<file path="config.mk">
export PLATFORM = sky130hd
export DESIGN_NAME = sars_seq
export DESIGN_NICKNAME = d
export VERILOG_FILES = /design/src/rtl/sars_seq.v
export VERILOG_INCLUDE_DIRS = /design/src /design/src/rtl
export SDC_FILE = /design/constraint.sdc
export NUM_CORES = 1
export LEC_CHECK = 0
export ABC_CLOCK_PERIOD_IN_PS = 10500
export BUFFER_PORTS_ARGS = -buffer_cell sky130_fd_sc_hd__buf_2
export CORE_UTILIZATION = 34
export DETAILED_ROUTE_END_ITERATION = 6
export GPL_ROUTABILITY_DRIVEN = 0
export PLACE_DENSITY_LB_ADDON = 0.2
export SLEW_MARGIN = 20
export SYNTH_ARGS = -nofsm -noshare
export SYNTH_HDL_FRONTEND = slang
export SYNTH_SLANG_ARGS = --single-unit
</file>
<file path="constraint.sdc">
create_clock -name clk -period 10.5 [get_ports clk]
set_input_delay 2.1 -clock clk [delete_from_list [all_inputs] [get_ports clk]]
set_output_delay 2.1 -clock clk [all_outputs]
set_load 0.02 [all_outputs]
</file>
<file path="src/rtl/sars_map.vh">
// Contract
// - eighth falling shift clock edge after select low starts a new conversion
// - conversion takes 36 internal clock periods, never beyond 17 us
// - most significant result bit is on the output before the first shift edge
// - first seven falling shift edges step output to next lower bit
// - each frame returns the result converted in the preceding frame, msb first
// - after select falls, ignore controls until two internal rises and one fall
// - inputs above upper reference give all ones, below lower give all zeros
// - analog input tracked over last four shift cycles, held at conversion start (code tracks from the third falling edge, over the last five)
// - serial output is high impedance while select is high
`ifndef SARS_MAP_VH
`define SARS_MAP_VH
`define SARS_CLK_KHZ        250000
`define SARS_OSC_KHZ        4000
`define SARS_OSC_HALF       (`SARS_CLK_KHZ / (`SARS_OSC_KHZ * 2))
`define SARS_CONV_PERIODS   36
`define SARS_CONV_MAX_NS    17000
`define SARS_CONV_MAX_CYC   ((`SARS_CONV_MAX_NS * (`SARS_CLK_KHZ / 1000)) / 1000)
`define SARS_SEL_HOLD_NS    17000
`define SARS_SEL_SETUP_NS   1400
`define SARS_FRAME_EDGES    8
`define SARS_ACQ_FIRST_EDGE 4
`define SARS_QUAL_RISES     2
`define SARS_QUAL_FALLS     1
`define SARS_BIT_STEP       4
`define SARS_MSB_MASK       8'h80
`define SARS_ALL_ONES       8'hff
`define SARS_ALL_ZEROS      8'h00
`define SARS_ST_IDLE        2'h0
`define SARS_ST_QUAL        2'h1
`define SARS_ST_SHIFT       2'h2
`endif

</file>
<file path="src/rtl/sars_seq.v">
`timescale 1ns/1ns
`include "sars_map.vh"

module sars_fifo #(
	parameter W  = 8,
	parameter D  = 32,
	parameter AW = 5
) (
	input  wire          clk,
	input  wire          reset,
	input  wire          in_valid,
	output wire          in_ready,
	input  wire [W-1:0]  in_data,
	output wire          out_valid,
	input  wire          out_ready,
	output wire [W-1:0]  out_data
);
	reg [W-1:0]  mem [0:D-1];
	reg [AW-1:0] wptr;
	reg [AW-1:0] rptr;
	reg [AW:0]   count;
	wire         push;
	wire         pop;

	assign in_ready  = (count != D[AW:0]);
	assign out_valid = (count != {(AW+1){1'b0}});
	assign out_data  = mem[rptr];
	assign push      = in_valid & in_ready;
	assign pop       = out_valid & out_ready;

	always @(posedge clk) begin
		if (push) begin
			mem[wptr] <= in_data;
		end
	end

	always @(posedge clk) begin
		if (reset) begin
			wptr  <= {AW{1'b0}};
			rptr  <= {AW{1'b0}};
			count <= {(AW+1){1'b0}};
		end else begin
			if (push) begin
				wptr <= (wptr == D[AW-1:0] - 1'b1) ? {AW{1'b0}} : wptr + 1'b1;
			end
			if (pop) begin
				rptr <= (rptr == D[AW-1:0] - 1'b1) ? {AW{1'b0}} : rptr + 1'b1;
			end
			if (push & ~pop) begin
				count <= count + 1'b1;
			end else if (pop & ~push) begin
				count <= count - 1'b1;
			end
		end
	end
endmodule // sars_fifo

module sars_seq #(
	parameter AW         = 10,
	parameter FIFO_DEPTH = 32,
	parameter FIFO_AW    = 5,
	parameter CONV_LIMIT = `SARS_CONV_MAX_CYC
) (
	input  wire          clk,
	input  wire          reset,
	input  wire          select_n_pin,
	input  wire          shift_clk_pin,
	input  wire [AW-1:0] ain,
	input  wire [AW-1:0] ref_hi,
	input  wire [AW-1:0] ref_lo,
	output reg           sdo,
	output reg           sdo_oe,
	output reg           conv_busy
);
	reg [2:0]    sel_sync;
	reg [2:0]    sclk_sync;
	reg          sel_lvl;
	reg          sclk_lvl;
	reg [7:0]    osc_div;
	reg          osc;
	reg [1:0]    state;
	reg [1:0]    q_rise;
	reg          q_fall;
	reg [3:0]    edge_cnt;
	reg [7:0]    shreg;
	reg [7:0]    last_res;
	reg [AW-1:0] held;
	reg [5:0]    tick;
	reg [7:0]    sar;
	reg [7:0]    mask;
	reg          done;
	reg [15:0]   guard;
	wire         next_sel;
	wire         next_sclk;
	wire         sel_fall;
	wire         sclk_fall;
	wire         osc_edge;
	wire         osc_rise;
	wire         osc_fall;
	wire         qualified;
	wire         load;
	wire         start;
	wire         push_ready;
	wire         pop_valid;
	wire [7:0]   pop_data;
	wire [7:0]   trial;

	// a level moves only once the second and third stages agree
	function stable;
		input s2;
		input s3;
		input lvl;
		begin
			stable = (s2 == s3) ? s2 : lvl;
		end
	endfunction

	function [AW+7:0] thr;
		input [7:0]    t;
		input [AW-1:0] lo;
		input [AW-1:0] hi;
		reg   [AW+7:0] prod;
		begin
			prod = {8'h00, hi - lo} * {{AW{1'b0}}, t};
			thr  = {8'h00, lo} + (prod >> 8);
		end
	endfunction

	assign next_sel  = stable(sel_sync[1], sel_sync[2], sel_lvl);
	assign next_sclk = stable(sclk_sync[1], sclk_sync[2], sclk_lvl);
	assign sel_fall  = sel_lvl & ~next_sel;
	assign sclk_fall = sclk_lvl & ~next_sclk;

	// free-running oscillator, never gated by the host clock
	assign osc_edge = (osc_div == `SARS_OSC_HALF - 1);
	assign osc_rise = osc_edge & ~osc;
	assign osc_fall = osc_edge & osc;

	// noise filter on select: wait out internal clock edges
	assign qualified = (q_rise == `SARS_QUAL_RISES) & q_fall;
	assign load      = (state == `SARS_ST_QUAL) & qualified;
	assign start     = (state == `SARS_ST_SHIFT) & sclk_fall
	                 & (edge_cnt == `SARS_FRAME_EDGES - 1);
	assign trial     = sar | mask;

	always @(posedge clk) begin
		if (reset) begin
			sel_sync  <= 3'h7;
			sclk_sync <= 3'h0;
			sel_lvl   <= 1'b1;
			sclk_lvl  <= 1'b0;
			osc_div   <= 8'h00;
			osc       <= 1'b0;
		end else begin
			sel_sync  <= {sel_sync[1:0], select_n_pin};
			sclk_sync <= {sclk_sync[1:0], shift_clk_pin};
			sel_lvl   <= next_sel;
			sclk_lvl  <= next_sclk;
			osc_div   <= osc_edge ? 8'h00 : osc_div + 8'h01;
			if (osc_edge) begin
				osc <= ~osc;
			end
		end
	end

	// frame sequencer
	always @(posedge clk) begin
		if (reset) begin
			state    <= `SARS_ST_IDLE;
			q_rise   <= 2'h0;
			q_fall   <= 1'b0;
			edge_cnt <= 4'h0;
			shreg    <= `SARS_ALL_ZEROS;
			last_res <= `SARS_ALL_ZEROS;
			held     <= {AW{1'b0}};
			sdo      <= 1'b0;
			sdo_oe   <= 1'b0;
		end else if (next_sel) begin
			state  <= `SARS_ST_IDLE;
			sdo_oe <= 1'b0;
		end else begin
			case (state)
			`SARS_ST_IDLE: begin
				if (sel_fall) begin
					state  <= `SARS_ST_QUAL;
					q_rise <= 2'h0;
					q_fall <= 1'b0;
				end
			end
			`SARS_ST_QUAL: begin
				if (osc_rise && q_rise != `SARS_QUAL_RISES) begin
					q_rise <= q_rise + 2'h1;
				end
				if (osc_fall) begin
					q_fall <= 1'b1;
				end
				if (qualified) begin
					// previous result, or last one again if none waits
					state    <= `SARS_ST_SHIFT;
					edge_cnt <= 4'h0;
					shreg    <= pop_valid ? pop_data : last_res;
					sdo      <= pop_valid ? pop_data[7] : last_res[7];
					sdo_oe   <= 1'b1;
					if (pop_valid) begin
						last_res <= pop_data;
					end
				end
			end
			`SARS_ST_SHIFT: begin
				if (edge_cnt >= `SARS_ACQ_FIRST_EDGE - 1 && edge_cnt < `SARS_FRAME_EDGES) begin
					held <= ain; // track, frozen from the eighth edge
				end
				if (sclk_fall && edge_cnt < `SARS_FRAME_EDGES) begin
					edge_cnt <= edge_cnt + 4'h1;
					shreg    <= {shreg[6:0], 1'b0};
					sdo      <= shreg[6];
				end
			end
			default: begin
				state <= `SARS_ST_IDLE;
			end
			endcase
		end
	end

	// conversion runs on oscillator ticks, one bit trial every four
	always @(posedge clk) begin
		if (reset) begin
			conv_busy <= 1'b0;
			tick      <= 6'h00;
			sar       <= `SARS_ALL_ZEROS;
			mask      <= `SARS_ALL_ZEROS;
			done      <= 1'b0;
			guard     <= 16'h0000;
		end else if (start) begin
			// a too-early frame abandons the running conversion
			conv_busy <= 1'b1;
			tick      <= 6'h00;
			sar       <= `SARS_ALL_ZEROS;
			mask      <= `SARS_MSB_MASK;
			done      <= 1'b0;
			guard     <= 16'h0000;
		end else if (conv_busy) begin
			if (!done) begin
				guard <= guard + 16'h0001;
			end
			if (osc_rise && !done) begin
				tick <= tick + 6'h01;
				if (tick[1:0] == `SARS_BIT_STEP - 1 && mask != `SARS_ALL_ZEROS) begin
					if ({8'h00, held} >= thr(trial, ref_lo, ref_hi)) begin
						sar <= trial;
					end
					mask <= {1'b0, mask[7:1]};
				end
			end
			if ((osc_rise && tick == `SARS_CONV_PERIODS - 1)
			    || guard == CONV_LIMIT - 1) begin
				done <= 1'b1;
				// clamp out of range inputs instead of wrapping
				if (held >= ref_hi) begin
					sar <= `SARS_ALL_ONES;
				end else if (held <= ref_lo) begin
					sar <= `SARS_ALL_ZEROS;
				end
			end
			// result waits here while the buffer is full
			if (done && push_ready) begin
				conv_busy <= 1'b0;
				done      <= 1'b0;
			end
		end
	end

	sars_fifo #(
		.W  (8),
		.D  (FIFO_DEPTH),
		.AW (FIFO_AW)
	) u_fifo (
		.clk       (clk),
		.reset     (reset),
		.in_valid  (done),
		.in_ready  (push_ready),
		.in_data   (sar),
		.out_valid (pop_valid),
		.out_ready (load),
		.out_data  (pop_data)
	);
endmodule // sars_seq

</file>
# Word-level counts from Yosys, hierarchy flattened
# Memories as Yosys holds them, arrays and structs flattened. A register that Yosys moved wholly into a read port is not among the register bits.
# Index checks and enable logic that the tools add are counted.
dict set report word_totals {
  regBits 109
  out_inout_bits 3
  word_cells 161
  mem_count 1
  inputBits 34
  ram_bits 256
}
# memory words word_bits rd rd_ports_with_merged_regs write_ports line
set memory_table {}
lappend memory_table {u_fifo.mem 32 8 1 1 1 sars_seq.v:18} ;# reg [W-1:0] mem [0:D-1];
dict set report op_classes {
  n_reduce_logical 34
  n_lt_le_gt_ge 5
  bitwise 20
  multipliers 1
  n_addsub 11
  mux 45
  n_eq_ne 19
}
# op n
set op_table {}
lappend op_table {{8-bit two-way mux} 11}
lappend op_table {{5-bit two-way mux} 4}
lappend op_table {{10-bit by 8-bit multiplier with 18-bit output} 1}
lappend op_table {{16-bit by 1-bit adder with 16-bit output, second input constant} 1}
lappend op_table {{16-bit by 13-bit equality test with 1-bit output, second input constant} 1}
lappend op_table {{3-bit AND reduction} 5}
lappend op_table {{1-bit two-way mux} 14}
lappend op_table {{7-bit two-way mux} 2}
lappend op_table {{7-bit one-hot mux with 2 select lines} 1}
lappend op_table {{2-bit nonzero test} 7}
lappend op_table {{6-bit by 1-bit adder with 6-bit output, second input constant} 2}
lappend op_table {{1-bit AND} 12}
lappend op_table {{6-bit two-way mux} 2}
lappend op_table {{4-bit AND reduction} 3}
lappend op_table {{10-bit by 10-bit adder with 11-bit output} 1}
lappend op_table {{10-bit by 11-bit greater-or-equal comparator with 1-bit output} 1}
lappend op_table {{5-bit by 1-bit adder with 5-bit output, second input constant} 2}
lappend op_table {{5-bit equality test, second input constant} 2}
lappend op_table {{10-bit greater-or-equal comparator} 1}
lappend op_table {{10-bit less-or-equal comparator} 1}
lappend op_table {{10-bit subtractor} 1}
lappend op_table {{8-bit by 1-bit adder with 8-bit output, second input constant} 1}
lappend op_table {{8-bit by 5-bit equality test with 1-bit output, second input constant} 1}
lappend op_table {{2-bit two-way mux} 4}
lappend op_table {{28 further kinds} 54}

# Depth between registers and ports, before layout
# Gate-level depths: netlist of run 1.
dict set report logic_depth {
  depth_word 10
  mapped_depth 38
  ltp_nobuf 38
}

# Cells and area by module
# Synthesis of run 1 repeated with hierarchy kept, for this count alone.
dict set report hier_totals {
  cells_unflattened 1498
  area_unflattened_um2 18784.3
}
# module seq_area_each_um2 area_per_inst_um2 instances cells_each
set by_module_without_submodules {}
lappend by_module_without_submodules {sars_fifo 8107.8 11193.2 1 632}
lappend by_module_without_submodules {sars_seq 1861.8 7591.0 1 866}

# Worst setup path after synthesis of run 1
# OpenSTA, ideal clock, no wires.
dict set report synth_path {
  kind {input port to flip-flop}
  from {input port ref_hi[0]}
  to {register sar[0]}
  n_path_buf 0
  setup_time_ns 0.120
  required_ns 10.380
  arrival_time_ns 9.510
  slack_ns 0.870
  cell_stages 38
  cell_sequence {inv_1 -> ha_1 -> inv_1 -> fa_1 -> a21o_1 -> a21oi_1 -> o21ai_0 -> a21oi_1 -> o21bai_1 -> a21oi_1 -> xor2_1 -> or2_2 -> fa_1 -> inv_1 -> fa_1 -> fa_1 -> inv_1 -> fa_1 -> (+2 left out) -> and3_1 -> a21oi_1 -> o21ai_2 -> o21a_1 -> o21a_1 -> nor3_1 -> nor2_1 -> ha_1 -> a21oi_1 -> o21ai_0 -> nand3_1 -> nand2_1 -> xnor2_1 -> ha_1 -> o21a_1 -> o2111ai_1 -> nor4b_1 -> o31a_1}
}
dict set report synth_via {
  elab_chain_len 10
  word_cells_on_any_way 11
  cone_classes {2 x add/sub; 1 x mul; 2 x order compare; 6 x mux}
}
# element line
set synth_lines {}
lappend synth_lines {{start: declaration} sars_seq.v:69} ;# input wire [AW-1:0] ref_hi,
lappend synth_lines {{10-bit subtractor} sars_seq.v:124} ;# prod = {8'h00, hi - lo} * {{AW{1'b0}}, t};
lappend synth_lines {{10-bit by 8-bit multiplier with 18-bit output} sars_seq.v:124}
lappend synth_lines {{10-bit by 10-bit adder with 11-bit output} sars_seq.v:125} ;# thr = {8'h00, lo} + (prod >> 8);
lappend synth_lines {{10-bit by 11-bit greater-or-equal comparator with 1-bit output} sars_seq.v:250} ;# if ({8'h00, held} >= thr(trial, ref_lo, ref_hi)) begin
lappend synth_lines {{8-bit two-way mux} sars_seq.v:250}
lappend synth_lines {{8-bit two-way mux} sars_seq.v:249} ;# if (tick[1:0] == `SARS_BIT_STEP - 1 && mask != `SARS_ALL_ZEROS) begin
lappend synth_lines {{8-bit two-way mux} sars_seq.v:247} ;# if (osc_rise && !done) begin
lappend synth_lines {{8-bit two-way mux} sars_seq.v:262} ;# end else if (held <= ref_lo) begin
lappend synth_lines {{8-bit two-way mux} sars_seq.v:260} ;# if (held >= ref_hi) begin
lappend synth_lines {{8-bit two-way mux *} sars_seq.v:256} ;# if ((osc_rise && tick == `SARS_CONV_PERIODS - 1)
lappend synth_lines {{end signal: assignment} sars_seq.v:251} ;# sar <= trial;
lappend synth_lines {{end signal: assignment} sars_seq.v:261} ;# sar <= `SARS_ALL_ONES;
lappend synth_lines {{end signal: assignment} sars_seq.v:263} ;# sar <= `SARS_ALL_ZEROS;
lappend synth_lines {{end: declaration} sars_seq.v:89} ;# reg [7:0] sar;
# Every way passes the cells marked *; elsewhere a longest branch is shown, timed or not.
# A chain may end at the register's enable or synchronous reset.

# Worst setup path after layout of run 1
dict set report layout_path {
  from {input port ref_lo[1]}
  to {register sar[0]}
}
dict set report layout_via {
  elab_chain_len 10
  word_cells_on_any_way 11
  cone_classes {2 x add/sub; 1 x mul; 2 x order compare; 6 x mux}
}
# element line
set layout_lines {}
lappend layout_lines {{start: declaration} sars_seq.v:70} ;# input wire [AW-1:0] ref_lo,
lappend layout_lines {{10-bit subtractor} sars_seq.v:124}
lappend layout_lines {{10-bit by 8-bit multiplier with 18-bit output} sars_seq.v:124}
lappend layout_lines {{10-bit by 10-bit adder with 11-bit output} sars_seq.v:125}
lappend layout_lines {{10-bit by 11-bit greater-or-equal comparator with 1-bit output} sars_seq.v:250}
lappend layout_lines {{8-bit two-way mux} sars_seq.v:250}
lappend layout_lines {{8-bit two-way mux} sars_seq.v:249}
lappend layout_lines {{8-bit two-way mux} sars_seq.v:247}
lappend layout_lines {{8-bit two-way mux} sars_seq.v:262}
lappend layout_lines {{8-bit two-way mux} sars_seq.v:260}
lappend layout_lines {{8-bit two-way mux *} sars_seq.v:256}
# Marks and branches as above.

==> results_dict.tcl, run 1 <==
set metrics [dict create \
    outcome "finished, final reports clean" \
    cp_max_fo 8 \
    critPathRequiredTime_ns 10.93 \
    reg2reg_setup_slack_ns 2.86 \
    dieArea_um2 54800 \
    syn_nets 1586 \
    setup_viol 0 \
    area_growth_syn_to_layout_pct 12.51 \
    synth_compound_area_share_pct 6.032 \
    critPathMaxStageDelay_ns 0.57 \
    nets 1639 \
    period_share_pct 94.02 \
    rsz0062_at_grt "no" \
    startpoint_type "input pin" \
    antenna_found_initial 0 \
    first_pass_iters 7 \
    wl_per_cell_um 19.22 \
    synth-xor-area-share_pct 2.582 \
    start_util_pct 34.65 \
    fill_cells 5003 \
    cts_made_buffers 41 \
    clock_latency_ns 0.56 \
    cpMostUsedCell "o21ai_0" \
    fp.dieH_um 234.1 \
    antenna_left 0 \
    skew_ns 0.01954 \
    initialDrtViolationCount 832 \
    grt_pass1_wl_mm 65.58 \
    post_synth_and_or_nand_nor_area_fraction_pct 10.04 \
    drive_above_1_share_pct 15.17 \
    synth_edf_count 256 \
    vdd_drop_max_v 0.00009374 \
    remaining_drc_errors 0 \
    synth_top_family_by_area "adder cells" \
    core-area_um2 52870 \
    yosysSeqAreaShare_pct 54.43 \
    total_power_mw 3.009 \
    internal-power_mw 2.387 \
    fin_cells 2165 \
    die_x_um 234.1 \
    synth-main-ff-cell "edfxtp_1" \
    timing.rr.start "mask[3]" \
    worstPathBufferInverterCount 5 \
    grt_pass1_vias 11220 \
    post-cts-setup-buffers 0 \
    final_common_cell "edfxtp_1" \
    track_usage_pct 15.79 \
    synth_cells 1397 \
    cts.htree.levels 2 \
    syn_area_um2 18320 \
    synth-seq-cells 370 \
    maxCapViolations 0 \
    whs_ns 0.4071 \
    place_ws_ns 0.09663 \
    worst_pin_slew_ns 1.033 \
    port_buffers 36 \
    synth_top_area_share_pct 41.97 \
    power.leakage_nw 6.771 \
    synth.distinct_cells 60 \
    synth.area.mux_share_pct 11.16 \
    synthArstFlopShare_pct 0 \
    clk_pin_slew_worst_paths_ns 0.06 \
    end_kind "flop" \
    drt-total-wl_mm 41.61 \
    reg2reg_depth 29 \
    relSlewSlack_pct 31.16 \
    crit_path_end "sar[0]" \
    yosys.area.top_type "edfxtp_1" \
    rows 84 \
    clkSinkCount 370 \
    critical_path_class "input pin to flop" \
    dr_total_vias 11060 \
    reg2reg_to "sar[0]" \
    synth_warnings 0 \
    vias_per_cell 5.108 \
    min_period_ns 9.872 \
    cp_slowest_cell "fa_1" \
    io_pins 37 \
    switching_share_pct 20.66 \
    final_cell_mix "256 x edfxtp_1, 191 x nor2_1, 112 x dfxtp_1" \
    grt_max_degree 65 \
    cts_buffer_depth 3 \
    synth_fa_ha_area_share_pct 12.69 \
    slew_viol_final 0 \
    worst_slack_ns 0.6278 \
    fmax_mhz 101.3 \
    p_sw_mw 0.6216 \
    cts_tree "built" \
    clkPwrFrac_pct 45.8 \
    combPwrFrac_pct 2.9 \
    report.final.hold_viol_count 0 \
    hold_class "flop to flop" \
    synth.avg_cell_area_um2 13.11 \
    gr-total-overflow 0 \
    powerDensity_nw_per_um2 146.0 \
    dp_hpwl_mm 27.83 \
    startpoint "ref_lo[1]" \
    p_seq_share_pct 51.3 \
    cts-resized-gates 0 \
    cts-hold-fix-buffers 0 \
    synthTopCellsByArea "edfxtp_1 42%, dfxtp_1 12%, mux4_2 9.8%, ha_1 7.2%, fa_1 5.5%" \
    place_inst 2095 \
    antenna_cells 0 \
    arrival_ns 10.30 \
    cts_root_buf "clkbuf_16" \
    tns_ns 0 \
    crit_cells 36 \
    crit_family "compound AO/OA/AOI/OAI gates" \
]
-- sequential cells by signal, indices dropped and copies added, names as in the netlist, 2 cells and up, named ones only --
signal	cells
osc_div	8
mask	8
u_fifo.count	6
q_rise	2
tick	6
held	10
sel_sync	3
u_fifo.mem	256
u_fifo.wptr	5
state	2
sar	8
shreg	7
last_res	8
edge_cnt	4
guard	16
sclk_sync	3
u_fifo.rptr	5
-- logic make-up (layout without fill, tap and decap cells) --
group | Yosys count | count (layout)
AND/OR/NAND/NOR | 392 | 392
flip-flops | 370 | 370
AO/OA/AOI/OAI | 179 | 179
adder cells (fa/ha/maj) | 156 | 156
buffers and inverters | 142 | 222
multiplexers | 104 | 104
XOR/XNOR | 54 | 54
-- metrics by stage --
step,utilization [%],instance area [µm²]
after global placement,36.56,19330
after global routing,38.98,20610
after detailed placement,36.56,19330
after floorplan,-,18320
final,38.98,20610
after CTS,38.98,20610
-- worst register-to-register path: cells and delay by family, from the launching register on --
| family | cells | cell delay [ns] |
|---|---|---|
| xor gates and xnor gates | 2 | 0.30 |
| DFF | 1 | 0.42 |
| buffers and inverters | 4 | 0.22 |
| AOI/OAI and AO/OA | 10 | 2.27 |
| and+or+nand+nor | 6 | 1.50 |
| adders and majority gates | 7 | 2.83 |
-- worst min-delay path by stage --
stage / cells after the start / end / start
2_1_floorplan: 1 / sel_sync[1] / sel_sync[0]
3_3_place_gp: 1 / sel_sync[1] / sel_sync[0]
3_5_place_dp: 1 / sel_sync[1] / sel_sync[0]
4_1_cts: 1 / sel_sync[1] / sel_sync[0]
5_1_grt: 1 / sel_sync[1] / sel_sync[0]
6_report: 1 / sel_sync[1] / sel_sync[0]
-- cells in the mapped netlist, drive strengths merged (14+ instances only) --
cell / n
a21o: 14
a21oi: 73
clkbuf: 35
dfxtp: 114
edfxtp: 256
fa: 50
ha: 105
inv: 93
mux2i: 22
mux4: 80
nand2: 66
nand3: 24
nor2: 191
nor2b: 14
o21ai: 39
or2: 19
xnor2: 29
xor2: 25
-- layout make-up --
| class | instances | area, µm² | share of cell area, % |
|---|---|---|---|
| Clock inverter | 12 | 130.1 | 0.6315 |
| Timing Repair Buffer | 58 | 345.3 | 1.676 |
| Inverter | 94 | 352.8 | 1.712 |
| Sequential cell | 370 | 9975 | 48.40 |
| Tap cell | 688 | 860.8 | 4.177 |
| Multi-Input combinational cell | 885 | 7792 | 37.81 |
| Clock buffer | 58 | 1151 | 5.586 |
-- per-layer routing --
layer | track usage [%] | part of all wire (%) | up-vias
li1 | - | - | 5216
met1 | 21.84 | 46 | 5570
met2 | 25.78 | 48 | 213
met3 | 2.395 | 3.9 | 59
met4 | 4.241 | 1.8 | 0
met5 | 0 | 0 | -
-- power groups by stage --
stage	sequential (mW)	clock [mW]	combinational (mW)
2_1_floorplan	1.57	0	0.0494
6_report	1.54	1.38	0.0873
5_1_grt	1.54	1.46	0.0962
3_5_place_dp	1.57	0	0.0876
3_3_place_gp	1.57	0	0.0863
4_1_cts	1.54	1.42	0.0881
No activity file was read; power rests on OpenSTA's default activity.
==> run 2: changes to the inputs <==
--- a/config.mk
+++ b/config.mk
@@ -10,4 +10,5 @@
 export BUFFER_PORTS_ARGS = -buffer_cell sky130_fd_sc_hd__buf_2
 export CORE_UTILIZATION = 34
+export CTS_BUF_LIST = sky130_fd_sc_hd__clkbuf_16
 export DETAILED_ROUTE_END_ITERATION = 6
 export GPL_ROUTABILITY_DRIVEN = 0
@@ -16,3 +17,4 @@
 export SYNTH_ARGS = -nofsm -noshare
 export SYNTH_HDL_FRONTEND = slang
+export SYNTH_HIERARCHICAL = 1
 export SYNTH_SLANG_ARGS = --single-unit
==> constraint.sdc (replaced) <==
create_clock -name clk -period 10.5 [get_ports clk]
set_input_delay 3.15 -clock clk [delete_from_list [all_inputs] [get_ports clk]]
set_output_delay 3.15 -clock clk [all_outputs]
set_load 0.02 [all_outputs]
==> run 2 against run 1 <==
Non-clock buffer count is 78 higher. Combinational power up 43%. Clock power fell by 8%. Register-to-register slack worse by 0.02 ns. Worst setup slack lost 0.43 ns. Critical path depth increased by 2. Area after synthesis is 2.6% higher. Sequential power about the same. Final cell count rose by 8.5%. Total power decreased by 2.5%.
==> results_dict.tcl, run 2 <==
set metrics [dict create \
    synth_top_area_share_pct 40.92 \
    rows 85 \
    synthArstFlopShare_pct 0 \
    drive_above_1_share_pct 18.83 \
    dp_hpwl_mm 29.91 \
    relSlewSlack_pct 38.98 \
    grt_max_degree 70 \
    critical_path_class "input pin to flop" \
    hold_class "flop to flop" \
    fin_cells 2348 \
    cpMostUsedCell "fa_1" \
    yosysMostFrequentCell "edfxtp_1" \
    cp_slowest_cell "fa_1" \
    die_x_um 237.1 \
    power.leakage_nw 7.514 \
    synth.distinct_cells 90 \
    core-area_um2 54240 \
    fill_cells 5132 \
    skew_ns 0.02968 \
    yosys.area.top_type "edfxtp_1" \
    area_growth_syn_to_layout_pct 16.18 \
    gr-total-overflow 0 \
    yosysSeqAreaShare_pct 53.07 \
    clkPwrFrac_pct 43.1 \
    final_cell_mix "256 x edfxtp_1, 167 x nor2_1, 112 x dfxtp_1" \
    largest_reg_flops 256 \
    synth-seq-cells 370 \
    timing.rr.start "sar[5]" \
    nets 1817 \
    antenna_cells 0 \
    maxCapViolations 0 \
    antenna_found_initial 0 \
    hold_path_startpoint "sel_sync[0]" \
    synth_warnings 6 \
    dpl-instance-area_um2 20280 \
    syn_area_um2 18780 \
    min_period_ns 10.30 \
    track_usage_pct 15.41 \
    port_buffers 36 \
    dr_total_vias 11850 \
    startpoint "ref_hi[0]" \
    fmax_mhz 97.06 \
    clock_latency_ns 0.54 \
    outcome "finished, final reports clean" \
    synth.avg_cell_area_um2 12.54 \
    period_share_pct 98.12 \
    arrival_ns 10.76 \
    internal-power_mw 2.304 \
    syn_nets 1688 \
    synth_common_cells "256 x edfxtp_1, 175 x nor2_1, 114 x dfxtp_1" \
    dieArea_um2 56190 \
    io_pins 37 \
    cts_tree "built" \
    first_pass_iters 5 \
    cts.htree.levels 2 \
    end_kind "flop" \
    tns_ns 0 \
    switching_share_pct 21.45 \
    total_power_mw 2.933 \
    p_seq_share_pct 52.6 \
    reg.largest.list "u_fifo/mem: 256 flops, guard: 16 flops, held: 10 flops" \
    synth_edf_count 256 \
    setup_viol 0 \
    clk_pin_slew_worst_paths_ns 0.06 \
    grt_pass1_wl_mm 67.53 \
    synth_cells 1498 \
    combPwrFrac_pct 4.3 \
    critPathRequiredTime_ns 10.96 \
    drt-total-wl_mm 43.05 \
    synthTopCellsByArea "edfxtp_1 41%, dfxtp_1 12%, ha_1 7.1%, fa_1 5.3%, mux2i_1 4.7%" \
    start_util_pct 34.63 \
    whs_ns 0.4187 \
    largest_register "u_fifo/mem" \
    cts_buffer_depth 3 \
    utilization_pct 40.24 \
    clkSinkCount 370 \
    grt_pass1_vias 11740 \
    fp.dieH_um 237.1 \
    initialDrtViolationCount 597 \
    slew_viol_final 0 \
    p_sw_mw 0.6291 \
    cts_root_buf "clkbuf_16" \
    worst_slack_ns 0.1972 \
    synth-main-ff-cell "edfxtp_1" \
    final_common_cell "edfxtp_1" \
    wl_per_cell_um 18.33 \
    vias_per_cell 5.047 \
    crit_family "adder cells" \
    powerDensity_nw_per_um2 134.4 \
    cp_max_fo 8 \
    place_ws_ns -0.6086 \
    rsz0062_at_grt "yes" \
    final_area_um2 21820 \
    cts_made_buffers 39 \
    startpoint_type "input pin" \
    critPathMaxStageDelay_ns 0.53 \
    worstPathBufferInverterCount 7 \
    worst_pin_slew_ns 0.9153 \
    report.final.hold_viol_count 0 \
    remaining_drc_errors 0 \
    vdd_drop_max_v 0.0001222 \
    antenna_left 0 \
    place_inst 2272 \
]
==> run 2: changes by cell type in the layout (fill, tap and decap cells not counted), moves of 21 or more <==
cell | previous run | this run
o21ai_0 | 38 | 16
mux4_2 | 80 | 18
nor2_1 | 191 | 167
a21oi_1 | 73 | 41
a22oi_1 | 0 | 33
buf_4 | 22 | 98
nand3_1 | 24 | 45
mux2i_1 | 22 | 88
==> run 2: cells by family after synthesis <==
logic type                 Yosys count  synth area share (%)
muxes                              121                 8.866
DFF                                370                 53.07
buffers and inverters              145                 3.277
adders and majority gates          157                 12.44
and+or+nand+nor                    429                 11.50
AOI/OAI and AO/OA                  217                 8.093
xor gates and xnor gates            59                 2.751
==> run 2: cell type report <==
cell class	count	area, µm²	share of cell area (%)
Clock inverter	27	182.7	0.8371
Timing Repair Buffer	136	957.2	4.386
Sequential cell	370	9975	45.71
Inverter	97	374.1	1.714
Clock buffer	39	975.9	4.472
Tap cell	696	870.8	3.990
Multi-Input combinational cell	983	8488	38.89
==> run 2: final timing paths <==
check	slack (ns)	cells after the start	to
setup reg to reg	2.84	30	sar[0]
setup / recovery	0.20	38	sar[0]
hold / removal	0.42	1	sel_sync[1]
hold reg to reg	0.42	1	sel_sync[1]
==> run 2: power by group through the flow <==
| stage | Clock, mW | Sequential [mW] | Combinational (mW) |
|---|---|---|---|
| final | 1.27 | 1.54 | 0.125 |
| after global routing | 1.37 | 1.54 | 0.136 |
| after CTS | 1.31 | 1.54 | 0.112 |
| after detailed placement | 0 | 1.57 | 0.111 |
| after global placement | 0 | 1.57 | 0.110 |
| after floorplan | 0 | 1.57 | 0.0510 |
==> run 2: routing by layer <==
| metal | vias up | part of all wire, % | global-route usage [%] |
|---|---|---|---|
| met4 | 0 | 1.6 | 3.363 |
| met1 | 5878 | 46 | 21.06 |
| met3 | 49 | 3.4 | 2.401 |
| met5 | - | 0 | 0 |
| li1 | 5767 | - | - |
| met2 | 156 | 49 | 25.75 |
==> run 2: repair_timing <==
item	4_1_cts	5_1_grt
hold buffers	0	0
endpoints found under the hold margin	0	0
cloned	0	0
endpoints found under the setup margin	8	8
pin swaps	2	59
setup buffers	1	10
gates resized for setup	5	72
==> run 3: changes to the inputs <==
Settings changed: ABC_CLOCK_PERIOD_IN_PS 10500 to 11650.
Clock period 10.5 ns to 11.65 ns, I/O delays scaled along.
==> run 3 against run 2 <==
Register-to-register slack improved by 1.2 ns. Global-route usage hardly changed. Hold slack got worse by 0.0086 ns. Sequential share of layout area up 1.8 points. Core utilization fell by 1.6 points. Worst setup slack better by 0.44 ns. Clock skew is 0.0022 ns lower.
==> results_dict.tcl, run 3 (synthesis gave the netlist of run 2 again) <==
set metrics [dict create \
    outcome "finished, final reports clean" \
    p_sw_mw 0.5678 \
    reg2reg_setup_slack_ns 4.05 \
    start_util_pct 34.63 \
    fmax_mhz 90.84 \
    initialDrtViolationCount 599 \
    end_kind "flop" \
    critical_path_class "input pin to flop" \
    clkPwrFrac_pct 43.9 \
    cp_max_fo 8 \
    vias_per_cell 5.051 \
    post-cts-setup-buffers 0 \
    relSlewSlack_pct 41.18 \
    vdd_drop_max_v 0.0001103 \
    hold_class "flop to flop" \
    period_share_pct 94.49 \
    maxCapViolations 0 \
    area_growth_syn_to_layout_pct 11.70 \
    largest_register "u_fifo/mem" \
    arrival_ns 11.45 \
    rsz0062_at_grt "no" \
    clock_latency_ns 0.56 \
    switching_share_pct 21.60 \
    min_period_ns 11.01 \
    cts_buffer_depth 3 \
    track_usage_pct 15.37 \
    dp_hpwl_mm 29.27 \
    critPathRequiredTime_ns 12.09 \
    report.final.hold_viol_count 0 \
    grt_max_degree 70 \
    drive_above_1_share_pct 11.57 \
    skew_ns 0.02750 \
    critPathMaxStageDelay_ns 0.55 \
    utilization_pct 38.69 \
    grt_pass1_vias 11810 \
    power.leakage_nw 7.123 \
    slew_viol_final 0 \
    final_cell_mix "256 x edfxtp_1, 174 x nor2_1, 112 x dfxtp_1" \
    largest_reg_flops 256 \
    final_common_cell "edfxtp_1" \
    powerDensity_nw_per_um2 125.3 \
    reg.largest.list "u_fifo/mem: 256 flops, guard: 16 flops, held: 10 flops" \
    clk_pin_slew_worst_paths_ns 0.07 \
    first_pass_iters 5 \
    internal-power_mw 2.060 \
    cts_made_buffers 40 \
    antenna_cells 0 \
    rows 85 \
    tns_ns 0 \
    p_seq_share_pct 52.9 \
    antenna_found_initial 0 \
    fp.dieH_um 237.1 \
    startpoint_type "input pin" \
    port_buffers 36 \
    remaining_drc_errors 0 \
    combPwrFrac_pct 3.2 \
    clkSinkCount 370 \
    cts.htree.levels 2 \
    cts-hold-fix-buffers 0 \
    cts_root_buf "clkbuf_16" \
    grt_pass1_wl_mm 67.33 \
    drt-total-wl_mm 42.38 \
    cp_slowest_cell "fa_1" \
    setup_viol 0 \
    worst_pin_slew_ns 0.8824 \
    wl_per_cell_um 18.61 \
    core-area_um2 54240 \
    gr-total-overflow 0 \
    dieArea_um2 56190 \
    io_pins 37 \
    dr_total_vias 11500 \
    antenna_left 0 \
    nets 1743 \
    cts_tree "built" \
    die_x_um 237.1 \
]
-- run 3: area by class of cell --
class / count / area [µm²]
fill: 5225 / 33260
sequential: 370 / 9975
multi-input combinational: 983 / 8224
clock buffer: 41 / 1026
tap: 696 / 870.8
timing repair buffer: 61 / 367.9
inverter: 97 / 366.6
clock inverter: 29 / 152.6
-- run 3: power by group through the flow --
stage	Sequential, mW	Clock [mW]	Combinational [mW]
6_report	1.39	1.15	0.0832
4_1_cts	1.39	1.19	0.0830
3_5_place_dp	1.42	0	0.0827
5_1_grt	1.39	1.24	0.0905
2_1_floorplan	1.42	0	0.0454
3_3_place_gp	1.42	0	0.0817
-- run 3: worst max-delay path, delay by kind of cell --
family	cells	cell delay [ns]
buffers and inverters	6	0.37
AND/OR/NAND/NOR	7	1.42
XOR/XNOR	3	0.42
AO/OA/AOI/OAI	13	2.38
adder cells (fa/ha/maj)	9	3.34
-- run 3: repair_timing --
| item | in CTS | in global routing |
|---|---|---|
| gates resized for setup | 0 | 4 |
| endpoints found under the hold margin | 0 | 0 |
| setup endpoints to repair | 0 | 8 |
-- run 3: metal layers --
metal	vias up	wire (µm)	track usage (%)
met3	49	1552	2.460
li1	5621	-	-
met2	159	20720	26.07
met4	0	703	3.754
met5	-	0	0
met1	5672	19410	20.50
-- run 3: path summary, 6_finish.rpt --
path	startpoint	to	depth (start not counted)
hold reg to reg	sel_sync[0]	sel_sync[1]	1
setup reg to reg	mask[4]	sar[1]	30
hold / removal	sel_sync[0]	sel_sync[1]	1
setup / recovery	ref_hi[0]	sar[1]	38
-- run 3: stage by stage --
stage               power (mW)  hold slack [ns]  instances  setup WS (ns)  instance area (µm²)
detailed placement       1.501           0.4001       2207        0.06254                19790
global route             2.724           0.4294       2277        0.03930                20980
finish                   2.628           0.4101       2277         0.6417                20980
global placement         1.500           0.4030       2207         0.2190                19790
floorplan                1.464           0.3895       1498         0.6913                18780
CTS                      2.666           0.4151       2277         0.6051                20960
